===== config.mk =====
export PLATFORM = sky130hd
export DESIGN_NAME = pil_front_end
export DESIGN_NICKNAME = d
export VERILOG_FILES = /design/src/rtl/pil_pkg.sv /design/src/rtl/pil_front_end.sv /design/src/rtl/pil_tick_gen.sv
export SDC_FILE = /design/constraint.sdc
export NUM_CORES = 1
export LEC_CHECK = 0
export ABC_AREA = 1
export BUFFER_PORTS_ARGS = -buffer_cell sky130_fd_sc_hd__buf_2
export CORE_MARGIN = 4
export CORE_UTILIZATION = 54
export CTS_CLUSTER_DIAMETER = 80
export DETAILED_ROUTE_END_ITERATION = 6
export PLACE_DENSITY = 0.74
export SLEW_MARGIN = 0
export SYNTH_ARGS = -nofsm -noshare
export SYNTH_HDL_FRONTEND = slang
export SYNTH_SLANG_ARGS = --single-unit

===== constraint.sdc =====
create_clock -name core_clk -period 17.1 [get_ports core_clk]
set_input_delay 1.71 -clock core_clk [delete_from_list [all_inputs] [get_ports core_clk]]
set_output_delay 1.71 -clock core_clk [all_outputs]
set_load 0.05 [all_outputs]

===== src/rtl/pil_pkg.sv =====
package pil_pkg;

	// ------------------------------------------------------------
	// register map
	// ------------------------------------------------------------
	localparam logic [3:0] PIL_OFS_GROUP_MODE = 4'h0;
	localparam logic [3:0] PIL_OFS_ENABLE_CFG = 4'h1;
	localparam logic [3:0] PIL_OFS_CLK_PERIOD = 4'h2;
	localparam logic [3:0] PIL_OFS_CONTROL = 4'h3;
	localparam logic [3:0] PIL_OFS_STATUS = 4'h4;
	localparam logic [3:0] PIL_OFS_SAMPLE = 4'h5;
	localparam logic [3:0] PIL_OFS_LATCHED = 4'h6;

	// ------------------------------------------------------------
	// field layout
	// ------------------------------------------------------------
	localparam int PIL_MODE_LO_POS = 0;
	localparam int PIL_MODE_HI_POS = 2;
	localparam int PIL_TERM1_POS = 0;
	localparam int PIL_TERM2_POS = 2;
	localparam int PIL_CTL_RUN_POS = 0;
	localparam int PIL_CTL_INT_POS = 1;

	// ------------------------------------------------------------
	// reset values
	// ------------------------------------------------------------
	localparam logic [3:0] PIL_GROUP_MODE_RST = 4'h0;
	localparam logic [3:0] PIL_ENABLE_CFG_RST = 4'ha;
	localparam logic [15:0] PIL_CLK_PERIOD_RST = 16'h0028;
	localparam logic [1:0] PIL_CONTROL_RST = 2'h2;

	// ------------------------------------------------------------
	// timing
	// ------------------------------------------------------------
	localparam int PIL_CORE_PERIOD_NS = 10;
	localparam int PIL_INT_PERIOD_NS = 40;
	localparam int PIL_INT_PERIOD_CYC = PIL_INT_PERIOD_NS / PIL_CORE_PERIOD_NS;

	// ------------------------------------------------------------
	// encodings
	// ------------------------------------------------------------
	typedef enum logic [1:0] {
		PIL_MODE_SAMPLE = 2'h0,
		PIL_MODE_LATCH = 2'h1,
		PIL_MODE_DEMUX = 2'h2
	} pil_mode_e;

	typedef enum logic [1:0] {
		PIL_TERM_POS_TRUE = 2'h0,
		PIL_TERM_NEG_TRUE = 2'h1,
		PIL_TERM_UNUSED = 2'h2
	} pil_term_e;

	typedef enum logic [1:0] {
		PIL_ST_IDLE = 2'h0,
		PIL_ST_RUN = 2'h1
	} pil_state_e;

endpackage


===== src/rtl/pil_front_end.sv =====
// Our own choices: the address map and the strobed register port.
`timescale 1ns/1ps
// Operation
// - negative-true term: hold while high, pass low
// - positive-true term: hold while low, pass high
// - enable is OR of two polarized terms
// - held transitions appear only when enable returns
// - demux copies lower byte into upper latch
// - demux: upper group latched, lower sampled
// - sample clock captures latch outputs
// - sample-mode groups ignore the enable, except the upper group in demux
// - internal mode samples at programmed period
// - enable false freezes latched channels at current level
// - terms positive, negative or unused-false
module pil_front_end
	import pil_pkg::*;
(
	// clock and reset
	input wire logic core_clk,
	input wire logic reset_n,
	input wire logic clk_en,
	// probe pins from the target
	input wire logic [15:0] probe_in,
	input wire logic section_a_enable_first,
	input wire logic section_a_enable_second,
	input wire logic ext_sample_clk,
	// register port
	input wire logic [3:0] reg_addr,
	input wire logic [15:0] reg_wdata,
	input wire logic reg_wr,
	input wire logic reg_rd,
	output logic [15:0] reg_rdata,
	// recorded stream
	output logic [15:0] sample_data,
	output logic sample_valid
);

	// ------------------------------------------------------------
	// pin synchronisers
	// ------------------------------------------------------------
	logic [18:0] pin_meta_reg;
	logic [18:0] pin_sync_reg;
	logic [15:0] probe_s;
	logic en1_s;
	logic en2_s;
	logic ext_clk_s;
	logic ext_clk_d_reg;

	// two flops on every asynchronous pin
	always_ff @(posedge core_clk or negedge reset_n) begin
		if (!reset_n) begin
			pin_meta_reg <= '0;
			pin_sync_reg <= '0;
			ext_clk_d_reg <= 1'b0;
		end else if (clk_en) begin
			pin_meta_reg <= {ext_sample_clk, section_a_enable_second,
				section_a_enable_first, probe_in};
			pin_sync_reg <= pin_meta_reg;
			ext_clk_d_reg <= ext_clk_s;
		end
	end

	// probes and enables ride one flop chain, so a latch decision never
	// pairs an enable with a probe level from a different cycle
	assign probe_s = pin_sync_reg[15:0];
	assign en1_s = pin_sync_reg[16];
	assign en2_s = pin_sync_reg[17];
	assign ext_clk_s = pin_sync_reg[18];

	// ------------------------------------------------------------
	// configuration registers
	// ------------------------------------------------------------
	logic [3:0] group_mode_reg;
	logic [3:0] enable_cfg_reg;
	logic [15:0] clk_period_reg;
	logic [1:0] control_reg;
	logic [15:0] rdata_reg;
	pil_state_e state_reg;
	pil_state_e state_next;
	logic recording;
	logic cfg_locked;
	logic wr_mode;
	logic wr_enable;
	logic wr_period;
	logic wr_control;

	// the lock follows the state, so it engages one cycle after the run bit
	assign recording = (state_reg == PIL_ST_RUN);
	// reconfiguring mid-record would corrupt the trace, so lock it
	assign cfg_locked = recording;
	assign wr_mode = reg_wr && (reg_addr == PIL_OFS_GROUP_MODE) && !cfg_locked;
	assign wr_enable = reg_wr && (reg_addr == PIL_OFS_ENABLE_CFG) && !cfg_locked;
	assign wr_period = reg_wr && (reg_addr == PIL_OFS_CLK_PERIOD) && !cfg_locked;
	assign wr_control = reg_wr && (reg_addr == PIL_OFS_CONTROL);

	// a write while clk_en is low is lost, not deferred
	// register writes; run bit may always change
	always_ff @(posedge core_clk or negedge reset_n) begin
		if (!reset_n) begin
			group_mode_reg <= PIL_GROUP_MODE_RST;
			enable_cfg_reg <= PIL_ENABLE_CFG_RST;
			clk_period_reg <= PIL_CLK_PERIOD_RST;
			control_reg <= PIL_CONTROL_RST;
		end else if (clk_en) begin
			if (wr_mode) begin
				group_mode_reg <= reg_wdata[3:0];
			end
			if (wr_enable) begin
				enable_cfg_reg <= reg_wdata[3:0];
			end
			if (wr_period) begin
				clk_period_reg <= reg_wdata;
			end
			if (wr_control) begin
				control_reg[PIL_CTL_RUN_POS] <= reg_wdata[PIL_CTL_RUN_POS];
				if (!cfg_locked) begin
					control_reg[PIL_CTL_INT_POS] <= reg_wdata[PIL_CTL_INT_POS];
				end
			end
		end
	end

	// recording state
	always_comb begin
		state_next = state_reg;
		unique case (state_reg)
			PIL_ST_IDLE: begin
				if (control_reg[PIL_CTL_RUN_POS]) begin
					state_next = PIL_ST_RUN;
				end
			end
			PIL_ST_RUN: begin
				if (!control_reg[PIL_CTL_RUN_POS]) begin
					state_next = PIL_ST_IDLE;
				end
			end
			default: state_next = PIL_ST_IDLE;
		endcase
	end

	// state register; illegal codes fall back to idle via the next-state default
	always_ff @(posedge core_clk or negedge reset_n) begin
		if (!reset_n) begin
			state_reg <= PIL_ST_IDLE;
		end else if (clk_en) begin
			state_reg <= state_next;
		end
	end

	// ------------------------------------------------------------
	// enable expression
	// ------------------------------------------------------------
	pil_term_e term1_cfg;
	pil_term_e term2_cfg;
	logic term1;
	logic term2;
	logic section_enable;

	// term code 3 is not legal and falls through to unused below
	assign term1_cfg = pil_term_e'(enable_cfg_reg[PIL_TERM1_POS +: 2]);
	assign term2_cfg = pil_term_e'(enable_cfg_reg[PIL_TERM2_POS +: 2]);

	// each term: positive true, negative true, or unused as false
	assign term1 = (term1_cfg == PIL_TERM_POS_TRUE) ? en1_s :
		(term1_cfg == PIL_TERM_NEG_TRUE) ? !en1_s : 1'b0;
	assign term2 = (term2_cfg == PIL_TERM_POS_TRUE) ? en2_s :
		(term2_cfg == PIL_TERM_NEG_TRUE) ? !en2_s : 1'b0;
	// either term alone can open the latch
	assign section_enable = term1 || term2;

	// ------------------------------------------------------------
	// per-group latch
	// ------------------------------------------------------------
	logic [15:0] latch_reg;
	logic [15:0] latch_src;
	logic [15:0] group_out;
	pil_mode_e mode_lo;
	pil_mode_e mode_hi;
	logic demux;

	assign mode_lo = pil_mode_e'(group_mode_reg[PIL_MODE_LO_POS +: 2]);
	assign mode_hi = pil_mode_e'(group_mode_reg[PIL_MODE_HI_POS +: 2]);
	// demux on either group puts the section in demux
	assign demux = (mode_lo == PIL_MODE_DEMUX) || (mode_hi == PIL_MODE_DEMUX);
	// in demux the upper latch is fed from the lower pins
	assign latch_src = demux ? {probe_s[7:0], probe_s[7:0]} : probe_s;

	// one pass per group of eight channels
	genvar g;
	generate
		for (g = 0; g < 2; g++) begin : grp
			pil_mode_e gmode;
			logic use_latch;
			assign gmode = (g == 0) ? mode_lo : mode_hi;
			// demux: upper latched, lower plain sampled
			assign use_latch = demux ? (g == 1) : (gmode == PIL_MODE_LATCH);

			// limitation: enables are seen through the synchroniser, so
			// enable pulses shorter than one core cycle can be missed
			// level latch modelled as a hold register: transparent on
			// enable, frozen at last passed level when enable drops
			always_ff @(posedge core_clk or negedge reset_n) begin
				if (!reset_n) begin
					latch_reg[g*8 +: 8] <= 8'h00;
				end else if (clk_en && section_enable) begin
					latch_reg[g*8 +: 8] <= latch_src[g*8 +: 8];
				end
			end

			// transparent path so a true enable passes current level
			assign group_out[g*8 +: 8] = !use_latch ? latch_src[g*8 +: 8] :
				section_enable ? latch_src[g*8 +: 8] :
				latch_reg[g*8 +: 8];
		end
	endgenerate

	// ------------------------------------------------------------
	// sample clock and capture
	// ------------------------------------------------------------
	logic int_tick;
	logic ext_tick;
	logic sample_tick;
	logic [15:0] sample_reg;
	logic valid_reg;

	// internal period counter, running only while recording
	pil_tick_gen u_tick (
		.core_clk(core_clk),
		.reset_n(reset_n),
		.clk_en(clk_en),
		.run(recording),
		.period_ns(clk_period_reg),
		.tick(int_tick)
	);

	// rising edge of the synchronised external clock; edges closer than
	// two core cycles apart merge in the synchroniser
	assign ext_tick = recording && ext_clk_s && !ext_clk_d_reg;
	// internal mode ignores the external clock pin entirely
	assign sample_tick = control_reg[PIL_CTL_INT_POS] ? int_tick : ext_tick;

	// valid pulses for one cycle; the data stand until the next sample
	// capture latch outputs, not raw pins
	always_ff @(posedge core_clk or negedge reset_n) begin
		if (!reset_n) begin
			sample_reg <= 16'h0000;
			valid_reg <= 1'b0;
		end else if (clk_en) begin
			valid_reg <= sample_tick;
			if (sample_tick) begin
				sample_reg <= group_out;
			end
		end
	end

	assign sample_data = sample_reg;
	assign sample_valid = valid_reg;

	// ------------------------------------------------------------
	// read path
	// ------------------------------------------------------------
	logic sel_mode;
	logic sel_cfg;
	logic sel_period;
	logic sel_control;
	logic sel_status;
	logic sel_sample;
	logic sel_latched;
	logic [15:0] status_word;
	logic [15:0] rd_mux;

	// one select line per offset; unmapped offsets leave every line low
	assign sel_mode = (reg_addr == PIL_OFS_GROUP_MODE);
	assign sel_cfg = (reg_addr == PIL_OFS_ENABLE_CFG);
	assign sel_period = (reg_addr == PIL_OFS_CLK_PERIOD);
	assign sel_control = (reg_addr == PIL_OFS_CONTROL);
	assign sel_status = (reg_addr == PIL_OFS_STATUS);
	assign sel_sample = (reg_addr == PIL_OFS_SAMPLE);
	assign sel_latched = (reg_addr == PIL_OFS_LATCHED);
	// live combined enable lets software check the enable wiring
	assign status_word = {14'h0, section_enable, recording};

	// and-or mux: selects are one-hot, so unmapped offsets read zero
	assign rd_mux = ({16{sel_mode}} & {12'h000, group_mode_reg}) |
		({16{sel_cfg}} & {12'h000, enable_cfg_reg}) |
		({16{sel_period}} & clk_period_reg) |
		({16{sel_control}} & {14'h0, control_reg}) |
		({16{sel_status}} & status_word) |
		({16{sel_sample}} & sample_reg) |
		({16{sel_latched}} & group_out);

	// registered so the data stand in the cycle after the strobe
	always_ff @(posedge core_clk or negedge reset_n) begin
		if (!reset_n) begin
			rdata_reg <= 16'h0000;
		end else if (clk_en && reg_rd) begin
			rdata_reg <= rd_mux;
		end
	end

	assign reg_rdata = rdata_reg;

endmodule


===== src/rtl/pil_tick_gen.sv =====
`timescale 1ns/1ps
// ------------------------------------------------------------
// internal sample clock: one pulse per programmed period
// ------------------------------------------------------------
module pil_tick_gen
	import pil_pkg::*;
(
	// clock and reset
	input wire logic core_clk,
	input wire logic reset_n,
	input wire logic clk_en,
	// control
	input wire logic run,
	input wire logic [15:0] period_ns,
	// result
	output logic tick
);

	logic [15:0] count_reg;
	logic [15:0] count_next;
	logic [15:0] period_cyc;
	logic wrap;

	// period in core cycles, never below one cycle
	assign period_cyc = (period_ns < 16'(PIL_CORE_PERIOD_NS)) ? 16'h0001 :
		16'(period_ns / 16'(PIL_CORE_PERIOD_NS));
	assign wrap = (count_reg >= period_cyc - 16'h0001);
	assign count_next = (!run || wrap) ? 16'h0000 : count_reg + 16'h0001;
	assign tick = run && wrap;

	// free counter while running
	always_ff @(posedge core_clk or negedge reset_n) begin
		if (!reset_n) begin
			count_reg <= 16'h0000;
		end else if (clk_en) begin
			count_reg <= count_next;
		end
	end

endmodule


==> qor.csv, run 1 <==
metric;value;unit
portBuffers;76;
cts_root_buf;clkbuf_16;
async_flop_share;100;%
antenna_found_initial;0;
wl_per_cell;14.8;µm
period_needed;8320;ps
synth.largest_area_cell;dfrtp_1;
ant_nets;0;
syn-cell-area;7520;µm²
post-place-ws;8890;ps
ys_top_cells_by_area;dfrtp_1, nand2_1, o21ai_0;
place.gp.congestion;0.910;
drc;0;
ys_top_cells_by_count;nand2_1, dfrtp_1, inv_1, o21ai_0, nor2_1;
die_w;126;µm
finalCritPeriodShare;48.6;%
grt_max_degree;78;
core_area;13500;µm²
cts.sinks;131;
drt_iter0_markers;500;
start_util;55.9;%
ctsResizeCount;0;
post-route-util;64.6;%
netlist_instances;997;
slew_headroom;27.4;%
grt_usage;23.9;%
setup-violations-final;0;
vias_per_cell;5.30;
worstMarginPinSlew;1090;ps
required;17360;ps
synth.distinct_cells;47;
ys_ff_latch;131;
tns;0;ps
synth_top_area_share;41.9;%
htree_levels;4;
first_pass_iters;5;
syn_to_final_growth;15.5;%
cap_violations;0;
cp.arrival;8580;ps
postCtsSetupRepairBufs;0;
grt_pass1_vias;6321;
worstSetupEndpointType;flop;
drive_gt1_share;19.1;%
ys_warn_count;0;
nNetsFinal;1132;
clk_pin_slew;60;ps
rsz0062_at_grt;false;
die_h;126;µm
ys.flop_type;dfrtp_1;
worstPathMaxFanout;32;
critPathKind;reg2reg;
num_io_pins;77;
cts_tree;done;
grt-ovfl-total;0;
numCtsBuffers;17;
postSynthAreaPerCell;7.54;µm²
synth-edff-count;0;
grt_pass1_wl;30600;µm
slowest_delay;670;ps
wl;18600;µm
hold_buffers;0;
yosysMostFrequentCell;nand2_1;
clk_latency;420;ps
antenna_cells;0;
cts_buffer_depth;2;
rows;42;
fmax;120;MHz
critPathMostFrequentCell;nand2_2;
slowest_stage;a2111oi_0;
hold_path_class;reg2reg;
hpwl;13400;µm
ys_seq_area_share;43.7;%
dieArea;15900;µm²
status;finished, final reports clean;
num_vias;6667;
setup_ws;8780;ps
cp-start-kind;flop;
hold_ws;468;ps
finalMaxSlewViolations;0;
skew;8.66;ps
hold_viol;0;
==> logic make-up after synthesis <==
group	synth area share, %
buffers and inverters	7.77
flip-flops	43.7
XOR/XNOR	1.40
other	0.0499
AO/OA/AOI/OAI	14.2
multiplexers	0.150
AND/OR/NAND/NOR	29.8
adder cells (fa/ha/maj)	3.00
==> critical path, delay by kind of cell, from the launching register on <==
kind	cells	cell delay (ps)
AND/OR/NAND/NOR	43	3950
adder cells (fa/ha/maj)	2	540
buffers and inverters	6	820
AO/OA/AOI/OAI	12	2340
flip-flops	1	500
==> worst paths after layout <==
check                                   startpoint  slack (ps)  cells after the start            endpoint
worst max-delay path            clk_period_reg[14]        8780                     63     sample_data[10]
worst min-delay path              pin_meta_reg[10]         470                      2    pin_meta_reg[10]
worst max register to register  clk_period_reg[14]        8780                     63     sample_data[10]
worst min register to register    pin_meta_reg[10]         470                      2    pin_meta_reg[10]
max in group asynchronous                  reset_n       14460                      2  clk_period_reg[15]
min in group asynchronous                  reset_n        1270                      1  clk_period_reg[10]
==> routing by layer <==
layer / vias to the layer above / share of wire, % / GRT usage, %
met3: 28 / 4.5 / 5.21
met5: - / 0 / 0
met4: 0 / 2.7 / 8.45
li1: 3361 / - / -
met2: 184 / 48 / 39.4
met1: 3094 / 45 / 31.4
==> final cells by class <==
type | count | area, µm²
fill | 1230 | 4770
multi-input combinational | 715 | 3660
sequential | 131 | 3280
inverter | 123 | 475
clock buffer | 20 | 467
timing repair buffer | 82 | 432
tap | 176 | 220
clock inverter | 12 | 141
==> cells in the final DEF, fill, tap and decap left out, types with 18 or more instances in the layout <==
| master | netlist | layout |
|---|---|---|
| a21oi_1 | 51 | 51 |
| buf_2 | 0 | 75 |
| dfrtp_1 | 126 | 126 |
| ha_1 | 18 | 18 |
| inv_1 | 103 | 103 |
| nand2_1 | 287 | 287 |
| nand2_2 | 36 | 36 |
| nand3_1 | 48 | 48 |
| nor2_1 | 67 | 67 |
| o21ai_0 | 99 | 99 |
==> through the flow <==
step	std cells	instance area, µm²
final	1259	8680
after global routing	1259	8680
after CTS	1259	8680
after detailed placement	1227	8080
after global placement	1227	8080
after floorplan	998	7520
Power of run 1 is left out: the tool's default activity adds up to more than one toggle a clock period on the data nets, which glitch-free logic cannot reach.
==> run 2: changes to the inputs <==
--- a/config.mk
+++ b/config.mk
@@ -5,13 +5,13 @@
 export SDC_FILE = /design/constraint.sdc
 export NUM_CORES = 1
 export LEC_CHECK = 0
-export ABC_AREA = 1
+export ABC_AREA = 0
 export BUFFER_PORTS_ARGS = -buffer_cell sky130_fd_sc_hd__buf_2
 export CORE_MARGIN = 4
 export CORE_UTILIZATION = 54
 export CTS_CLUSTER_DIAMETER = 80
 export DETAILED_ROUTE_END_ITERATION = 6
-export PLACE_DENSITY = 0.74
+export PLACE_DENSITY = 0.76
 export SLEW_MARGIN = 0
 export SYNTH_ARGS = -nofsm -noshare
 export SYNTH_HDL_FRONTEND = slang
==> constraint.sdc (replaced) <==
create_clock -name core_clk -period 7.26 [get_ports core_clk]
set_input_delay 0.726 -clock core_clk [delete_from_list [all_inputs] [get_ports core_clk]]
set_output_delay 0.726 -clock core_clk [all_outputs]
set_load 0.05 [all_outputs]
==> qor.csv, run 2 <==
metric;value;unit;change
status;finished with violations;;was finished, final reports clean
violations;negative setup slack;;
hold_path_class;in2async;;was reg2reg
drt_iter0_markers;712;;was 500
cts_root_buf;clkbuf_16;;unchanged
die_h;132;µm;was 126 µm
post-place-ws;-257;ps;was 8890 ps
final_common_cell;buf_4;;was nand2_1
synth_top_area_share;37.9;%;was 41.9%
worstMarginPinSlew;1250;ps;was 1090 ps
tns;-6950;ps;was 0 ps
timing.reg2reg.setup_slack;-340;ps;was 8780 ps
num_io_pins;77;;unchanged
grt_max_degree;79;;was 78
clk_latency;430;ps;was 420 ps
core_area;15100;µm²;was 13500 µm²
total_power;4.73;mW;
grt-ovfl-total;0;;unchanged
ys_ff_latch;131;;unchanged
worstSetupEndpointType;flop;;unchanged
slew_headroom;16.1;%;was 27.4%
ys_top_cells_by_count;dfrtp_1, mux2_2, nand2_1, nor2_1, o21ai_0;;was nand2_1, dfrtp_1, inv_1, o21ai_0, nor2_1
slowest_delay;510;ps;was 670 ps
num_vias;7818;;was 6667
postLayoutCellArea;10900;µm²;was 8680 µm²
cts_tree;done;;unchanged
netlist_instances;866;;was 997
hold_viol;0;;unchanged
setup_ws;-344;ps;was 8780 ps
peakVddDrop;0.229;mV;
setup-violations-final;33;;was 0
die_w;132;µm;was 126 µm
drc;0;;unchanged
finalMaxSlewViolations;0;;unchanged
cts_buffer_depth;2;;unchanged
drive_gt1_share;40.3;%;was 19.1%
cts.sinks;131;;unchanged
nNetsFinal;1114;;was 1132
cp-start-kind;flop;;unchanged
ant_nets;0;;unchanged
first_pass_iters;5;;unchanged
place_area;9760;µm²;was 8080 µm²
clk_pin_slew;60;ps;about the same
routed.top_layer;met4;;unchanged
hpwl;17500;µm;was 13400 µm
period_needed;7600;ps;was 8320 ps
portBuffers;76;;unchanged
route.met3.wl;1700;µm;was 836 µm
grt_pass1_wl;40000;µm;was 30600 µm
async_flop_share;100;%;unchanged
finalCritPeriodShare;105;%;was 48.6%
syn-cell-area;8320;µm²;was 7520 µm²
start_util;55.0;%;was 55.9%
wl;25700;µm;was 18600 µm
synth.distinct_cells;89;;was 47
htree_levels;4;;unchanged
cp.arrival;7910;ps;was 8580 ps
rsz0062_at_grt;true;;was false
numCtsBuffers;17;;unchanged
antenna_found_initial;0;;unchanged
place.gp.congestion;0.949;;was 0.910
cap_violations;0;;unchanged
worstPathMaxFanout;8;;was 32
ys_warn_count;0;;unchanged
slowest_stage;a222oi_1;;was a2111oi_0
vias_per_cell;6.24;;was 5.30
reg2reg_depth;35;;was 63
syn_to_final_growth;31.5;%;was 15.5%
met1Wirelength;10500;µm;was 8400 µm
ys.flop_type;dfrtp_1;;unchanged
postSynthAreaPerCell;9.61;µm²;was 7.54 µm²
critPathKind;reg2reg;;unchanged
grt_usage;28.5;%;was 23.9%
ys_seq_area_share;39.5;%;was 43.7%
antenna_cells;0;;unchanged
powerDensity;432;nW/µm²;
fmax;132;MHz;was 120 MHz
skew;8.38;ps;was 8.66 ps
layout_common_cells;buf_4, dfrtp_1, nand2_1;;was nand2_1, dfrtp_1, inv_1
p_leak;4.87;nW;
wl_per_cell;20.5;µm;was 14.8 µm
synth.largest_area_cell;dfrtp_1;;unchanged
critPathMostFrequentCell;a21o_1;;was nand2_2
required;7570;ps;was 17360 ps
dieArea;17500;µm²;was 15900 µm²
hold_ws;252;ps;was 468 ps
yosysMostFrequentCell;dfrtp_1;;was nand2_1
ys_top_cells_by_area;dfrtp_1, mux2_2, nand2_1;;was dfrtp_1, nand2_1, o21ai_0
synth-edff-count;0;;unchanged
met2_length;12800;µm;was 8860 µm
rows;45;;was 42
grt_pass1_vias;7694;;was 6321
run 2: cell types whose count changed after synthesis, sizes merged, moves of 10 or more:
cell,delta
a21oi,-23
nand2,-248
a21o,+11
mux2i,+24
a221oi,+14
mux2,+85
buf,+20
nand3,-36
nor3,+11
o21ai,-58
nand2b,+10
inv,-88
run 2: cell families after synthesis:
family / count (synthesis) / share of synthesized area (%)
compound gates: 214 / 19.1
xor+xnor: 28 / 2.95
fa+ha+maj: 19 / 2.83
buf+inv: 85 / 4.19
flops: 131 / 39.5
mux: 111 / 14.8
other cells: 1 / 0.0451
simple gates: 277 / 16.7
run 2: routing by layer:
metal,up-vias,global-route usage [%]
li1,3584,-
met1,3830,37.3
met2,332,47.6
met3,72,5.19
met4,0,10.2
met5,-,0
run 2: worst paths after layout:
check | startpoint | end
worst max-delay path | clk_period_reg[10] | sample_data[0]
worst min-delay path | reset_n | reg_rdata[11]
worst max register to register | clk_period_reg[10] | sample_data[0]
worst min register to register | latch_reg[9] | latch_reg[9]
max in group asynchronous | reset_n | reg_rdata[7]
min in group core_clk | latch_reg[9] | latch_reg[9]
run 2: final cells by class:
cell class              count  area, µm²
well taps                 188        235
multi-input cells         651       5180
clock inverters            15        123
repair buffers            219       1580
clock buffers              17        425
fillers                  1005       4200
flip-flops and latches    131       3290
inverters                  32        120
run 2: through the flow:
stage,cells,util [%]
after global routing,1253,72.3
after CTS,1248,70.0
after detailed placement,1200,64.4
after global placement,1200,64.4
final,1253,72.3
after floorplan,867,-
run 2: timing repair:
item | 4_1_cts | 5_1_grt
cloned | 2 | 0
setup endpoints to repair | 32 | 33
setup buffers | 14 | 8
pin swaps | 13 | 31
hold buffers | 0 | 0
gates resized for setup | 35 | 70
run 2: critical path, delay by kind of cell, from the launching register on:
| kind | cells | cell delay [ps] |
|---|---|---|
| AOI/OAI and AO/OA | 22 | 4200 |
| DFF | 1 | 450 |
| adders and majority gates | 2 | 590 |
| muxes | 2 | 800 |
| buffers and inverters | 4 | 550 |
| and+or+nand+nor | 5 | 900 |
run 2: where the power goes:
group / internal, mW / total (mW) / switching (mW)
clock network: 0.444 / 0.807 / 0.362
logic: 1.35 / 2.86 / 1.51
registers: 0.894 / 1.07 / 0.171
Note: power is estimated with default switching activity, not from simulation.
